[src/design/recorder_pkg.sv]
// shared constants and carrier types of the seismic waveform page recorder
// assumes the sample timebase and SI front end run on the recorder clock
//
// Contract
// - with no trigger, keep overwriting the current record in the work page.
// - threshold mode triggers when SI rises above the configured threshold.
// - after a trigger, capture until 360 s are held, then commit the page.
// - on completion keep the page; new work page has the oldest trigger time (maximum mode takes the rank 10 page or an empty one).
// - threshold mode: committed page gets rank 1, all others drop one rank (code keeps a rank 10 page at rank 10).
// - on completion, update trigger time and trigger SI headers of stored pages.
// - SI still above threshold at completion makes that instant the next trigger.
// - such a follow-on record takes 360 s from the trigger, no pre-trigger part.
// - in standby, a start command begins one forced 360 s recording.
// - a repeated start command during forced recording restarts it from then.
// - lost clock data: time 00:00:00 Jan 1 2050, minor failure until set.
// - lost waveform storage: every previously recorded page becomes invalid.
// - as shipped, minor failure holds until the clock is set.
// - maximum mode triggers when SI exceeds the SI of the rank 10 page.
// - a plain trigger keeps 30 s before and 330 s after the trigger point.
package recorder_pkg;

  // ==========================================================================
  // page store layout
  localparam int         NUM_PAGES  = 11;
  localparam int         NUM_RANKED = 10;
  localparam int         PAGE_W     = 4;
  localparam int         ADDR_W     = 16;
  localparam logic [3:0] RANK_NONE  = 4'h0;
  localparam logic [3:0] RANK_TOP   = 4'h1;
  localparam logic [3:0] RANK_LOW   = 4'ha;

  // ==========================================================================
  // timing
  localparam int REC_TOTAL_S       = 360;
  localparam int PRE_TRIG_S        = 30;
  localparam int POST_TRIG_S       = 330;
  localparam int CLK_PERIOD_NS     = 100;
  localparam int SECOND_NS         = 1_000_000_000;
  localparam int SEC_CYCLES_DEF    = SECOND_NS / CLK_PERIOD_NS;
  localparam int SAMPLES_PER_S_DEF = 100;

  // time is seconds elapsed since 00:00:00 on January 1, 2050
  localparam logic [31:0] TIME_RESET = 32'h0000_0000;

  // ==========================================================================
  // types
  typedef enum logic {
    MODE_THRESHOLD,
    MODE_MAXIMUM
  } rec_mode_e;

  typedef struct packed {
    logic [15:0] x;
    logic [15:0] y;
    logic [15:0] z;
  } accel_s;

  typedef struct packed {
    logic        valid;
    logic [3:0]  rank;
    logic [31:0] trig_time;
    logic [15:0] trig_si;
    logic [15:0] start_addr;
  } page_hdr_s;

endpackage : recorder_pkg

[src/design/page_finder.sv]
// picks the page that becomes the next work page
// assumes headers of all eleven pages are presented at once, same clock
`timescale 1ns/1ps
`default_nettype none

module page_finder
  import recorder_pkg::*;
(
  input  wire page_hdr_s [NUM_PAGES-1:0] hdrs_i,
  input  wire logic [PAGE_W-1:0]         work_i,
  output logic [PAGE_W-1:0]              oldest_o,
  output logic [PAGE_W-1:0]              lowest_o,
  output logic [15:0]                    lowest_si_o
);

  // ==========================================================================
  // oldest trigger time, an empty page preferred
  always_comb begin
    logic have_free;
    logic have_any;
    logic [31:0] best_t;
    have_free = 1'b0;
    have_any  = 1'b0;
    best_t    = 32'h0000_0000;
    oldest_o  = '0;
    for (int i = 0; i < NUM_PAGES; i++) begin
      if (PAGE_W'(i) != work_i && !have_free) begin
        if (!hdrs_i[i].valid) begin
          oldest_o  = PAGE_W'(i);
          have_free = 1'b1;
        end else if (!have_any || hdrs_i[i].trig_time < best_t) begin
          oldest_o = PAGE_W'(i);
          best_t   = hdrs_i[i].trig_time;
          have_any = 1'b1;
        end
      end
    end
  end

  // ==========================================================================
  // lowest rank page and its SI, an empty page counting as zero SI
  always_comb begin
    logic have_free;
    have_free   = 1'b0;
    lowest_o    = '0;
    lowest_si_o = 16'h0000;
    for (int i = 0; i < NUM_PAGES; i++) begin
      if (PAGE_W'(i) != work_i && !have_free) begin
        if (!hdrs_i[i].valid) begin
          lowest_o    = PAGE_W'(i);
          lowest_si_o = 16'h0000;
          have_free   = 1'b1;
        end else if (hdrs_i[i].rank == RANK_LOW) begin
          lowest_o    = PAGE_W'(i);
          lowest_si_o = hdrs_i[i].trig_si;
        end
      end
    end
  end

endmodule : page_finder

`default_nettype wire

[src/design/waveform_recorder.sv]
// waveform page recorder: work page overwrite, triggers, commit and ranking
// assumes samples, SI and commands come from logic on clk_i, no crossing
`timescale 1ns/1ps
`default_nettype none

module waveform_recorder
  import recorder_pkg::*;
#(
  parameter int SAMPLES_PER_S = SAMPLES_PER_S_DEF,
  parameter int SEC_CYCLES    = SEC_CYCLES_DEF
) (
  input  wire logic              clk_i,
  input  wire logic              rst_i,
  input  wire logic              sample_valid_i,
  input  wire accel_s            sample_i,
  input  wire logic [15:0]       si_value_i,
  input  wire rec_mode_e         mode_i,
  input  wire logic [15:0]       threshold_i,
  input  wire logic              standby_i,
  input  wire logic              force_start_i,
  input  wire logic              time_set_i,
  input  wire logic [31:0]       time_value_i,
  input  wire logic              clock_lost_i,
  input  wire logic              wave_lost_i,
  input  wire logic [PAGE_W-1:0] hdr_sel_i,
  output logic                   wr_en_o,
  output logic [PAGE_W-1:0]      wr_page_o,
  output logic [ADDR_W-1:0]      wr_addr_o,
  output accel_s                 wr_data_o,
  output logic [PAGE_W-1:0]      work_page_o,
  output logic                   recording_o,
  output logic                   forced_o,
  output logic                   commit_o,
  output logic [31:0]            now_time_o,
  output logic                   minor_fail_o,
  output page_hdr_s              hdr_o
);

  // ==========================================================================
  // derived sizes and elaboration checks
  localparam int TOTAL_N = REC_TOTAL_S * SAMPLES_PER_S;
  localparam logic [ADDR_W-1:0] DEPTH    = ADDR_W'(TOTAL_N);
  localparam logic [ADDR_W-1:0] PRE_N    = ADDR_W'(PRE_TRIG_S * SAMPLES_PER_S);
  localparam logic [ADDR_W-1:0] POST_N   = ADDR_W'(POST_TRIG_S * SAMPLES_PER_S);
  localparam logic [23:0]       SEC_LAST = 24'(SEC_CYCLES - 1);

  if (SAMPLES_PER_S < 1 || TOTAL_N >= (1 << ADDR_W)) begin : g_bad_rate
    $error("sample rate does not fit the page address width");
  end
  if (SEC_CYCLES < 2 || SEC_CYCLES >= (1 << 24)) begin : g_bad_sec
    $error("second divider out of range");
  end

  typedef enum logic {
    ST_IDLE,
    ST_REC
  } rec_state_e;

  rec_state_e                state;
  logic [PAGE_W-1:0]         work_page;
  logic [ADDR_W-1:0]         wr_ptr;
  logic [ADDR_W-1:0]         remain;
  logic                      forced;
  logic [31:0]               trig_time;
  logic [15:0]               trig_si;
  logic [ADDR_W-1:0]         rec_start;
  logic [31:0]               now_time;
  logic                      time_valid;
  logic [23:0]               sec_cnt;
  page_hdr_s [NUM_PAGES-1:0] hdrs;
  logic [PAGE_W-1:0]         oldest_idx;
  logic [PAGE_W-1:0]         lowest_idx;
  logic [15:0]               lowest_si;
  logic [PAGE_W-1:0]         next_work;
  logic [3:0]                next_rank;
  logic                      force_go;
  logic                      auto_hit;
  logic                      commit;
  logic                      follow;

  // ==========================================================================
  // helpers
  function automatic logic [ADDR_W-1:0] ptr_next(input logic [ADDR_W-1:0] p);
    ptr_next = (p == DEPTH - 1'b1) ? '0 : p + 1'b1;
  endfunction : ptr_next

  function automatic logic [ADDR_W-1:0] ptr_back(input logic [ADDR_W-1:0] p, input logic [ADDR_W-1:0] n);
    ptr_back = (p >= n) ? p - n : DEPTH - (n - p);
  endfunction : ptr_back

  function automatic logic trig_cond(input rec_mode_e m, input logic [15:0] si,
                                     input logic [15:0] thr, input logic [15:0] low_si);
    trig_cond = (m == MODE_THRESHOLD) ? (si > thr) : (si > low_si);
  endfunction : trig_cond

  page_finder u_finder (
    .hdrs_i      (hdrs),
    .work_i      (work_page),
    .oldest_o    (oldest_idx),
    .lowest_o    (lowest_idx),
    .lowest_si_o (lowest_si)
  );

  // ==========================================================================
  // trigger and completion decisions
  assign force_go  = standby_i && force_start_i;
  assign auto_hit  = !standby_i && trig_cond(mode_i, si_value_i, threshold_i, lowest_si);
  assign commit    = (state == ST_REC) && sample_valid_i && (remain == 16'h0001) && !force_go;
  assign follow    = commit && !forced && auto_hit;
  assign next_work = (mode_i == MODE_THRESHOLD) ? oldest_idx : lowest_idx;

  // rank of the committed page
  always_comb begin
    logic [3:0] cnt;
    cnt = 4'h0;
    for (int i = 0; i < NUM_PAGES; i++) begin
      if (PAGE_W'(i) != work_page && PAGE_W'(i) != next_work && hdrs[i].valid && hdrs[i].trig_si >= trig_si) begin
        cnt = cnt + 4'h1;
      end
    end
    next_rank = (mode_i == MODE_THRESHOLD || forced) ? RANK_TOP : cnt + 4'h1;
  end

  // ==========================================================================
  // recording sequence
  always_ff @(posedge clk_i) begin
    if (rst_i) begin
      state     <= ST_IDLE;
      remain    <= '0;
      forced    <= 1'b0;
      trig_time <= TIME_RESET;
      trig_si   <= 16'h0000;
      rec_start <= '0;
    end else if (force_go) begin
      state     <= ST_REC;
      forced    <= 1'b1;
      remain    <= DEPTH;
      trig_time <= now_time;
      trig_si   <= si_value_i;
      rec_start <= wr_ptr;
    end else if (commit) begin
      forced <= 1'b0;
      if (follow) begin
        state     <= ST_REC;
        remain    <= DEPTH;
        trig_time <= now_time;
        trig_si   <= si_value_i;
        rec_start <= '0;
      end else begin
        state <= ST_IDLE;
      end
    end else if (state == ST_IDLE && sample_valid_i && auto_hit) begin
      state     <= ST_REC;
      remain    <= POST_N - 1'b1;
      trig_time <= now_time;
      trig_si   <= si_value_i;
      rec_start <= ptr_back(wr_ptr, PRE_N);
    end else if (state == ST_REC && sample_valid_i) begin
      remain <= remain - 1'b1;
    end
  end

  // ==========================================================================
  // work page and circular write pointer
  always_ff @(posedge clk_i) begin
    if (rst_i) begin
      work_page <= '0;
      wr_ptr    <= '0;
    end else if (commit) begin
      work_page <= next_work;
      wr_ptr    <= '0;
    end else if (sample_valid_i) begin
      wr_ptr <= ptr_next(wr_ptr);
    end
  end

  // sample write port toward the page memory
  always_ff @(posedge clk_i) begin
    if (rst_i) begin
      wr_en_o   <= 1'b0;
      wr_page_o <= '0;
      wr_addr_o <= '0;
      wr_data_o <= '0;
    end else begin
      wr_en_o   <= sample_valid_i;
      wr_page_o <= work_page;
      wr_addr_o <= wr_ptr;
      wr_data_o <= sample_i;
    end
  end

  // ==========================================================================
  // page headers
  always_ff @(posedge clk_i) begin
    if (rst_i) begin
      hdrs <= '0;
    end else if (wave_lost_i) begin
      hdrs <= '0;
    end else if (commit) begin
      for (int i = 0; i < NUM_PAGES; i++) begin
        if (PAGE_W'(i) == work_page) begin
          hdrs[i].valid      <= 1'b1;
          hdrs[i].rank       <= next_rank;
          hdrs[i].trig_time  <= trig_time;
          hdrs[i].trig_si    <= trig_si;
          hdrs[i].start_addr <= rec_start;
        end else if (PAGE_W'(i) == next_work) begin
          hdrs[i] <= '0;
        end else if (hdrs[i].valid && hdrs[i].rank >= next_rank && hdrs[i].rank < RANK_LOW) begin
          hdrs[i].rank <= hdrs[i].rank + 4'h1;
        end
      end
    end
  end

  // header read port
  always_ff @(posedge clk_i) begin
    if (rst_i) begin
      hdr_o <= '0;
    end else begin
      hdr_o <= (hdr_sel_i < PAGE_W'(NUM_PAGES)) ? hdrs[hdr_sel_i] : '0;
    end
  end

  // completion pulse
  always_ff @(posedge clk_i) begin
    if (rst_i) begin
      commit_o <= 1'b0;
    end else begin
      commit_o <= commit;
    end
  end

  // ==========================================================================
  // real-time clock and minor failure
  always_ff @(posedge clk_i) begin
    if (rst_i) begin
      now_time   <= TIME_RESET;
      time_valid <= 1'b0;
      sec_cnt    <= 24'h000000;
    end else if (clock_lost_i) begin
      now_time   <= TIME_RESET;
      time_valid <= 1'b0;
      sec_cnt    <= 24'h000000;
    end else if (time_set_i) begin
      now_time   <= time_value_i;
      time_valid <= 1'b1;
      sec_cnt    <= 24'h000000;
    end else if (sec_cnt == SEC_LAST) begin
      now_time <= now_time + 32'h0000_0001;
      sec_cnt  <= 24'h000000;
    end else begin
      sec_cnt <= sec_cnt + 24'h000001;
    end
  end

  assign minor_fail_o = !time_valid;
  assign now_time_o   = now_time;
  assign work_page_o  = work_page;
  assign recording_o  = (state == ST_REC);
  assign forced_o     = forced;

  // ==========================================================================
  // assertions
  a_idle_overwrite: assert property (@(posedge clk_i) disable iff (rst_i)
    state == ST_IDLE && sample_valid_i && !auto_hit && !force_go
      |=> wr_en_o && wr_page_o == $past(work_page) && work_page == $past(work_page))
    else $error("idle sample not written to the work page");

  a_thr_trigger: assert property (@(posedge clk_i) disable iff (rst_i)
    state == ST_IDLE && sample_valid_i && !standby_i && !force_go && mode_i == MODE_THRESHOLD
      && si_value_i > threshold_i |=> state == ST_REC && remain == POST_N - 1'b1)
    else $error("threshold crossing did not start a record");

  a_max_trigger: assert property (@(posedge clk_i) disable iff (rst_i)
    state == ST_IDLE && sample_valid_i && !standby_i && !force_go && mode_i == MODE_MAXIMUM
      && si_value_i <= lowest_si |=> state == ST_IDLE)
    else $error("maximum mode triggered below lowest page SI");

  a_pre_trigger: assert property (@(posedge clk_i) disable iff (rst_i)
    state == ST_IDLE && sample_valid_i && auto_hit && !force_go
      |=> rec_start == ptr_back($past(wr_ptr), PRE_N))
    else $error("record start not 30 s before trigger");

  a_new_work: assert property (@(posedge clk_i) disable iff (rst_i)
    commit |=> work_page == $past(next_work) && wr_ptr == '0 && commit_o)
    else $error("work page not moved on completion");

  a_rank_top: assert property (@(posedge clk_i) disable iff (rst_i)
    commit && mode_i == MODE_THRESHOLD && !wave_lost_i
      |=> hdrs[$past(work_page)].rank == RANK_TOP && hdrs[$past(work_page)].valid)
    else $error("committed page not ranked first");

  a_hdr_time: assert property (@(posedge clk_i) disable iff (rst_i)
    commit && !wave_lost_i |=> hdrs[$past(work_page)].trig_time == $past(trig_time)
      && hdrs[$past(work_page)].trig_si == $past(trig_si))
    else $error("header not updated on completion");

  a_follow_on: assert property (@(posedge clk_i) disable iff (rst_i)
    follow |=> state == ST_REC && remain == DEPTH && rec_start == '0 && trig_time == $past(now_time))
    else $error("follow-on record not started at completion");

  a_force_restart: assert property (@(posedge clk_i) disable iff (rst_i)
    force_go |=> forced && state == ST_REC && remain == DEPTH && rec_start == $past(wr_ptr))
    else $error("forced start did not restart the record");

  a_clock_lost: assert property (@(posedge clk_i) disable iff (rst_i)
    clock_lost_i |=> minor_fail_o && now_time_o == TIME_RESET ##1 (minor_fail_o || $past(time_set_i)))
    else $error("lost clock not reinitialised with minor failure");

  a_wave_lost: assert property (@(posedge clk_i) disable iff (rst_i)
    wave_lost_i |=> hdrs == '0)
    else $error("pages still valid after storage loss");

  a_work_empty: assert property (@(posedge clk_i) disable iff (rst_i)
    !hdrs[work_page].valid)
    else $error("work page holds a retained header");

  c_thr_commit: cover property (@(posedge clk_i) disable iff (rst_i)
    commit && mode_i == MODE_THRESHOLD);
  c_follow_on: cover property (@(posedge clk_i) disable iff (rst_i)
    follow);
  c_force_restart: cover property (@(posedge clk_i) disable iff (rst_i)
    force_go && forced);
  c_max_commit: cover property (@(posedge clk_i) disable iff (rst_i)
    commit && mode_i == MODE_MAXIMUM);

endmodule : waveform_recorder

`default_nettype wire

[config.mk]
export PLATFORM = sky130hd
export DESIGN_NAME = waveform_recorder
export DESIGN_NICKNAME = d
export VERILOG_FILES = /design/src/design/recorder_pkg.sv /design/src/design/page_finder.sv /design/src/design/waveform_recorder.sv
export SDC_FILE = /design/constraint.sdc
export NUM_CORES = 2
export LEC_CHECK = 0
export ABC_AREA = 1
export BUFFER_PORTS_ARGS = -buffer_cell sky130_fd_sc_hd__buf_2
export CORE_MARGIN = 4
export CORE_UTILIZATION = 40
export CTS_CLUSTER_DIAMETER = 40
export DETAILED_ROUTE_END_ITERATION = 10
export GPL_ROUTABILITY_DRIVEN = 0
export HOLD_SLACK_MARGIN = 0.1
export REMOVE_ABC_BUFFERS = 1
export SLEW_MARGIN = 20
export SYNTH_ARGS = -nofsm -noshare
export SYNTH_HDL_FRONTEND = slang
export SYNTH_SLANG_ARGS = --single-unit
[constraint.sdc]
create_clock -name clk_i -period 39.3 [get_ports clk_i]
set_input_delay 11.79 -clock clk_i [delete_from_list [all_inputs] [get_ports clk_i]]
set_output_delay 11.79 -clock clk_i [all_outputs]
set_load 0.03 [all_outputs]
Word level (Yosys, flattened, before mapping)
Cells that the tools add are included.
{ "op_classes": {"add_sub_neg": 29, "n_lt_le_gt_ge": 48, "n_eq_ne": 56, "mux": 269, "bitwise_logic": 3, "reduce_logical": 171} }
{ "op_table": {"columns": ["op", "count"], "rows": [
  ["2-to-1 mux 32 bit", 35],
  ["2-to-1 mux 69 bit", 12],
  ["2-to-1 mux 16 bit", 48],
  ["2-to-1 mux 64 bit", 11],
  ["2-to-1 mux 4 bit", 92],
  ["less-than comparator 32 bit", 10],
  ["binary-select mux 69 bit (select 4 bit)", 1],
  [">= comparator 16 bit", 11],
  ["adder 4 x 1 -> 4 bit, second input constant", 22],
  ["logical AND 1 bit", 74],
  ["2-to-1 mux 1 bit", 70],
  ["AND reduction 2 bit", 25],
  ["less-than comparator 4 bit, second input constant", 12],
  ["== test 4 bit, second input constant", 11],
  [">= comparator 4 bit", 11],
  ["nonzero test 3 bit", 13],
  ["adder 32 x 1 -> 32 bit, second input constant", 1],
  ["== test 3 x 4 -> 1 bit, first input constant", 8],
  ["> comparator 16 bit", 2],
  ["inequality test 3 x 4 -> 1 bit, first input constant", 8],
  ["nonzero test 2 bit", 13],
  ["adder 24 x 1 -> 24 bit, second input constant", 1],
  ["== test 24 bit, second input constant", 1],
  ["== test 4 bit, first input constant", 6],
  ["23 further kinds", 78]
]} }
{ "word_totals": {"reg_bits": 1057, "inputBits": 125, "out_inout_bits": 178} }

Logic depth before layout (Yosys ltp)
{ "logic_depth": {"ltp_word": 86, "ltp_mapped": 218} }

Hierarchy
From an unflattened synthesis, not the netlist that was laid out.
{ "hier_totals": {"cells_unflattened": 9194, "area_unflattened_um2": 63176.8} }
{ "modules_own_cells": {"columns": ["mod", "instances", "cells_each", "area_each_um2", "seq_area_each_um2"], "rows": [
  ["waveform_recorder", 1, 7153, 51119.0, 21160.3],
  ["page_finder", 1, 2041, 12057.8, 0.0]
]} }

Least setup slack after synthesis
No wires, ideal clock.
{ "synth_path": {"path_type": "reg2reg", "startpoint": "register work_page[0], in the netlist work_page_o[0]", "endpoint": "register hdrs[687] (netlist name)", "setup_time_ps": 119, "t_arrival_ps": 23288, "setup_slack_ps": 15892, "stages_incl_launch_ff": 186, "path_buffers": 11, "synth_period_minus_slack_ps": 23408, "path_cell_list": "dfxtp_1 nor2_2 nand2_4 inv_2 nor2_1 clkbuf_1 nand2_1 ha_1 nand2_1 nor4_1 nor4b_1 nand2_1 nand2_1 nand2_2 nand3_4 clkbuf_1 nand2_1 o21ai_0 [150 not listed] inv_1 nand3_1 nand3_1 nand2_1 ha_1 nand2_1 clkbuf_1 ha_1 inv_1 a21oi_1 o21a_1 o21a_1 o221ai_1 inv_1 o21ai_0 inv_1 o21ai_0 a21oi_1"} }
{ "synth_via": {"elab_chain_len": 85, "word_cells_on_any_way": 271} }
{ "synth_lines": {"columns": ["item", "line", "rtl"], "rows": [
  ["from (decl)", "waveform_recorder.sv:60", "logic [PAGE_W-1:0] work_page;"],
  ["from (signal assigned)", "waveform_recorder.sv:170", "work_page <= next_work;"],
  ["nonzero test 4 bit", "page_finder.sv:27, page_finder.sv:48, waveform_recorder.sv:117", null],
  ["2-to-1 mux 32 bit or 2-to-1 mux 1 bit (tied branches)", "page_finder.sv:27", "if (PAGE_W'(i) != work_i && !have_free) begin"],
  ["less-than comparator 32 bit or zero test 1 bit (tied branches)", "page_finder.sv:31", "end else if (!have_any || hdrs_i[i].trig_time < best_t) begin"],
  ["logical OR 1 bit", "page_finder.sv:31", null],
  ["2-to-1 mux 32 bit or 2-to-1 mux 1 bit (tied branches)", "page_finder.sv:31", null],
  ["2-to-1 mux 32 bit or 2-to-1 mux 1 bit (tied branches)", "page_finder.sv:28", "if (!hdrs_i[i].valid) begin"],
  ["2-to-1 mux 32 bit or 2-to-1 mux 1 bit (tied branches)", "page_finder.sv:27", null],
  ["less-than comparator 32 bit or zero test 1 bit (tied branches)", "page_finder.sv:31", null],
  ["[68 not listed]", null, null],
  ["adder 4 x 1 -> 4 bit", "waveform_recorder.sv:118", "cnt = cnt + 4'h1;"],
  ["2-to-1 mux 4 bit", "waveform_recorder.sv:117", "if (PAGE_W'(i) != work_page && PAGE_W'(i) != next_work && hdrs[i].valid && hdrs[i].trig_si >= trig_si) begin"],
  ["adder 4 x 1 -> 4 bit", "waveform_recorder.sv:121", "next_rank = (mode_i == MODE_THRESHOLD || forced) ? RANK_TOP : cnt + 4'h1;"],
  ["2-to-1 mux 4 bit", "waveform_recorder.sv:121", null],
  [">= comparator 4 bit", "waveform_recorder.sv:209", "end else if (hdrs[i].valid && hdrs[i].rank >= next_rank && hdrs[i].rank < RANK_LOW) begin"],
  ["logical AND 1 bit (2 in series)", "waveform_recorder.sv:209", null],
  ["nonzero test 3 bit (no source line)", null, null],
  ["AND reduction 2 bit (no source line)", null, null],
  ["to (decl)", "waveform_recorder.sv:70", "page_hdr_s [NUM_PAGES-1:0] hdrs;"]
]} }
Parallel ways exist; a longest one is shown, timed or not.
A chain may end at the register's enable or synchronous reset.

Worst setup path in the final report
{ "layout_path": {"startpoint": "register work_page[0], in the netlist work_page_o[0]", "endpoint": "register hdrs[688] (netlist name)"} }
The elaborated chain is that of the path after synthesis.

==> metrics.txt <==
outcome=completed; Final Hold Fails=0; CP max stage cell=nand2_2; cells after synthesis=roughly 9400; max frequency=between 0.03 and 0.04 GHz; layout cell share with drive strength beyond 1=under 10%; vias in the first global route=63170; Worst Setup EP=hdrs[688]$_SDFFE_PP0P_; most frequent CP cell=nand2_1; Die Height=approximately 400 um; Max VDD drop=approximately 0.046 mV; Tmin final=32.88 ns; area share of the leading cell type in the synthesized netlist=between 30% and 40%; flop2flop setup slack=between 6 and 7 ns; TritonCTS Buffers=about 190; 1st-pass router iterations=9; pwr dens=41.48 nW/um^2; final net count=10090; Synth Warn #=0; first-pass GRT wire length=380700 um; Multi-input gate area=between 30000 and 40000 um^2; final period utilization=83.67%; WL/cell=21.76 um; startpoint types=flop; cell area after layout=approximately 73000 um^2; CTS max path bufs=3; PortBufs=~300; post-route ant nets=0; total setup buffers inserted after CTS=0; RSZ-0062 raised after global routing=false; setup TNS=0 ns; H-tree levels=4; Arr. time, crit path=around 34 ns; core area=between 150000 and 200000 um^2; Total Wirelength=252400 um; Syn-to-layout area delta=14.80%; Max FO, Critical Path=63; number of synthesized flops with an enable pin=0; top cells by area, synth=dfxtp_1, nand2_1, ha_1; Final setup viols=0; die width=slightly above 400 um; Placed Area=approximately 67000 um^2; number of DRC markers in iteration 0=about 7000; maxcap violations=0; Pwr Total=between 3 and 4 mW; synthesized area=approximately 64000 um^2; routed via count=67010; Setup crit end kind=flop; WP data required=39.99 ns; Reg-to-Reg Start=work_page_o[0]$_SDFFE_PP0P_; Pins Over Slew Limit=0; CTS tree=built; slew of the pin with the lowest slew margin=1.152 ns; die area=between 150000 and 200000 um^2; Fillers=roughly 16000; clk sinks=1057; DRC=0; via-per-instance ratio=~5.8; register area share after synthesis=33.14%; HPWL after DPL=~170000 um; Worst setup startpoint=work_page_o[0]$_SDFFE_PP0P_; clock-pin slew on the worst setup and hold paths=roughly 0.06 ns; Slew headroom=23.18%; Rows=about 150; hold crit path type=flop to flop; Post-CTS Resized=0; Top FF cell, synth=dfxtp_1; Global Route Usage Sum=28.87%; Hold-fix buffers, CTS=0; # IOs=~300; Initial Util=around 40%; Clk Latency, worst-skew pair=just over 0.8 ns; cell count of the worst reg-to-reg path=~160; clock tree root driver cell=clkbuf_16; Distinct cells, synth=60; number of synthesized register bits=between 1000 and 1500; total grt overflow=0; Async SR Flop Fraction=0%; max incr delay on CP=0.74 ns; Crit Path Category=flop to flop; P_leak=30.38 nW; Mapped Avg Cell Area=about 6.8 um^2; leading area contributor after synthesis=dfxtp_1; worst r2r dst=hdrs[688]$_SDFFE_PP0P_; largest net degree at the start of global routing=around 220; Final Core Density=a little under half; initial antenna violation count=6; clock skew=approximately 0.063 ns; Seq. cell area=21160 um^2
final cells by class:
| class | count | share of cell area, % |
|---|---|---|
| antenna | 3 | 0.01024 |
| timing repair buffer | 382 | 2.958 |
| clock buffer | 220 | 6.855 |
| inverter | 558 | 2.895 |
| sequential | 1057 | 28.87 |
| multi-input combinational | 7179 | 52.55 |
| tap | 2072 | 3.537 |
| clock inverter | 130 | 2.325 |
worst max-delay path: cells and delay by family (launching register included):
| kind | cells | cell delay (ns) |
|---|---|---|
| compound gates | 35 | 7.89 |
| fa+ha+maj | 17 | 5.56 |
| buf+inv | 12 | 1.35 |
| flops | 1 | 0.42 |
| simple gates | 95 | 17.32 |
synth_stat cells (all sizes together), types with 51 or more instances:
master / instances
nand2: 2674
a21oi: 1278
dfxtp: 1057
o21ai: 925
nor2: 681
ha: 603
inv: 545
clkbuf: 543
nand3: 272
nand4: 108
a221oi: 96
buf: 54
o221ai: 54
nor3: 51
per-stage QoR:
step / hold slack (ns) / std cells / worst slack, ns
after floorplan: 0.4175 / 8794 / 13.47
after global placement: 0.4294 / 11250 / 7.617
after detailed placement: 0.4481 / 11250 / 6.894
after CTS: 0.4560 / 11600 / 6.818
after global routing: 0.4681 / 11600 / 3.259
final: 0.4505 / 11600 / 6.419
cells in the final DEF, fill, tap and decap left out, types with 42 or more instances in the layout:
cell / n
a221oi_1: 96
o21ai_0: 923
dfxtp_1: 1057
nor2_1: 661
o221ai_1: 54
nand3_1: 258
clkbuf_16: 188
o2111ai_1: 46
a211oi_1: 45
nor3_1: 49
ha_1: 603
nand4_1: 107
buf_2: 299
a21oi_1: 1277
buf_4: 79
o211ai_1: 42
a31oi_1: 42
nand2_1: 2629
inv_1: 516
power by group:
part | leakage (nW) | internal (mW) | switching [mW]
Combinational | 18.6 | 0.0523 | 0.148
Clock | 3.22 | 1.08 | 0.642
Sequential | 8.55 | 1.09 | 0.0318
cells by family (layout without fill, tap and decap cells):
| family | Yosys count | after routing | share of synthesized area, % |
|---|---|---|---|
| simple gates | 3854 | 3854 | 24.37 |
| compound gates | 2668 | 2668 | 23.10 |
| buf+inv | 1155 | 1290 | 6.841 |
| flops | 1057 | 1057 | 33.14 |
| fa+ha+maj | 603 | 603 | 11.82 |
| xor+xnor | 54 | 54 | 0.7407 |
| other cells | 0 | 3 | 0 |
state kept, by name, indices dropped and copies added, names as in the netlist, 4 cells and up:
name and flops:
wr_page_o 4, sec_cnt 24, work_page_o 4, hdr_o 69, wr_addr_o 16, trig_si 16
rec_start 16, wr_data_o 48, remain 16, now_time_o 32, wr_ptr 16, hdrs 759
trig_time 32
worst min-delay path by stage:
| stage | startpoint | to | slack, ns | cells after the start |
|---|---|---|---|---|
| floorplan | sec_cnt[0]$_SDFF_PP0_ | sec_cnt[0]$_SDFF_PP0_ | 0.42 | 1 |
| global placement | sec_cnt[0]$_SDFF_PP0_ | sec_cnt[0]$_SDFF_PP0_ | 0.43 | 1 |
| detailed placement | sec_cnt[0]$_SDFF_PP0_ | sec_cnt[0]$_SDFF_PP0_ | 0.45 | 1 |
| CTS | sec_cnt[0]$_SDFF_PP0_ | sec_cnt[0]$_SDFF_PP0_ | 0.46 | 1 |
| global route | sec_cnt[0]$_SDFF_PP0_ | sec_cnt[0]$_SDFF_PP0_ | 0.47 | 1 |
| finish | sec_cnt[0]$_SDFF_PP0_ | sec_cnt[0]$_SDFF_PP0_ | 0.45 | 1 |
routing by layer:
layer	track usage, %	wire length [um]	part of all wire, %	up-vias
met5	0.5460	150	0.059	-
met4	11.45	10110	4.0	6
met3	7.444	25180	10	631
met2	45.34	110200	44	3095
met1	37.80	106700	42	31380
li1	-	-	-	31900
Power figures use the tool's default switching activity.
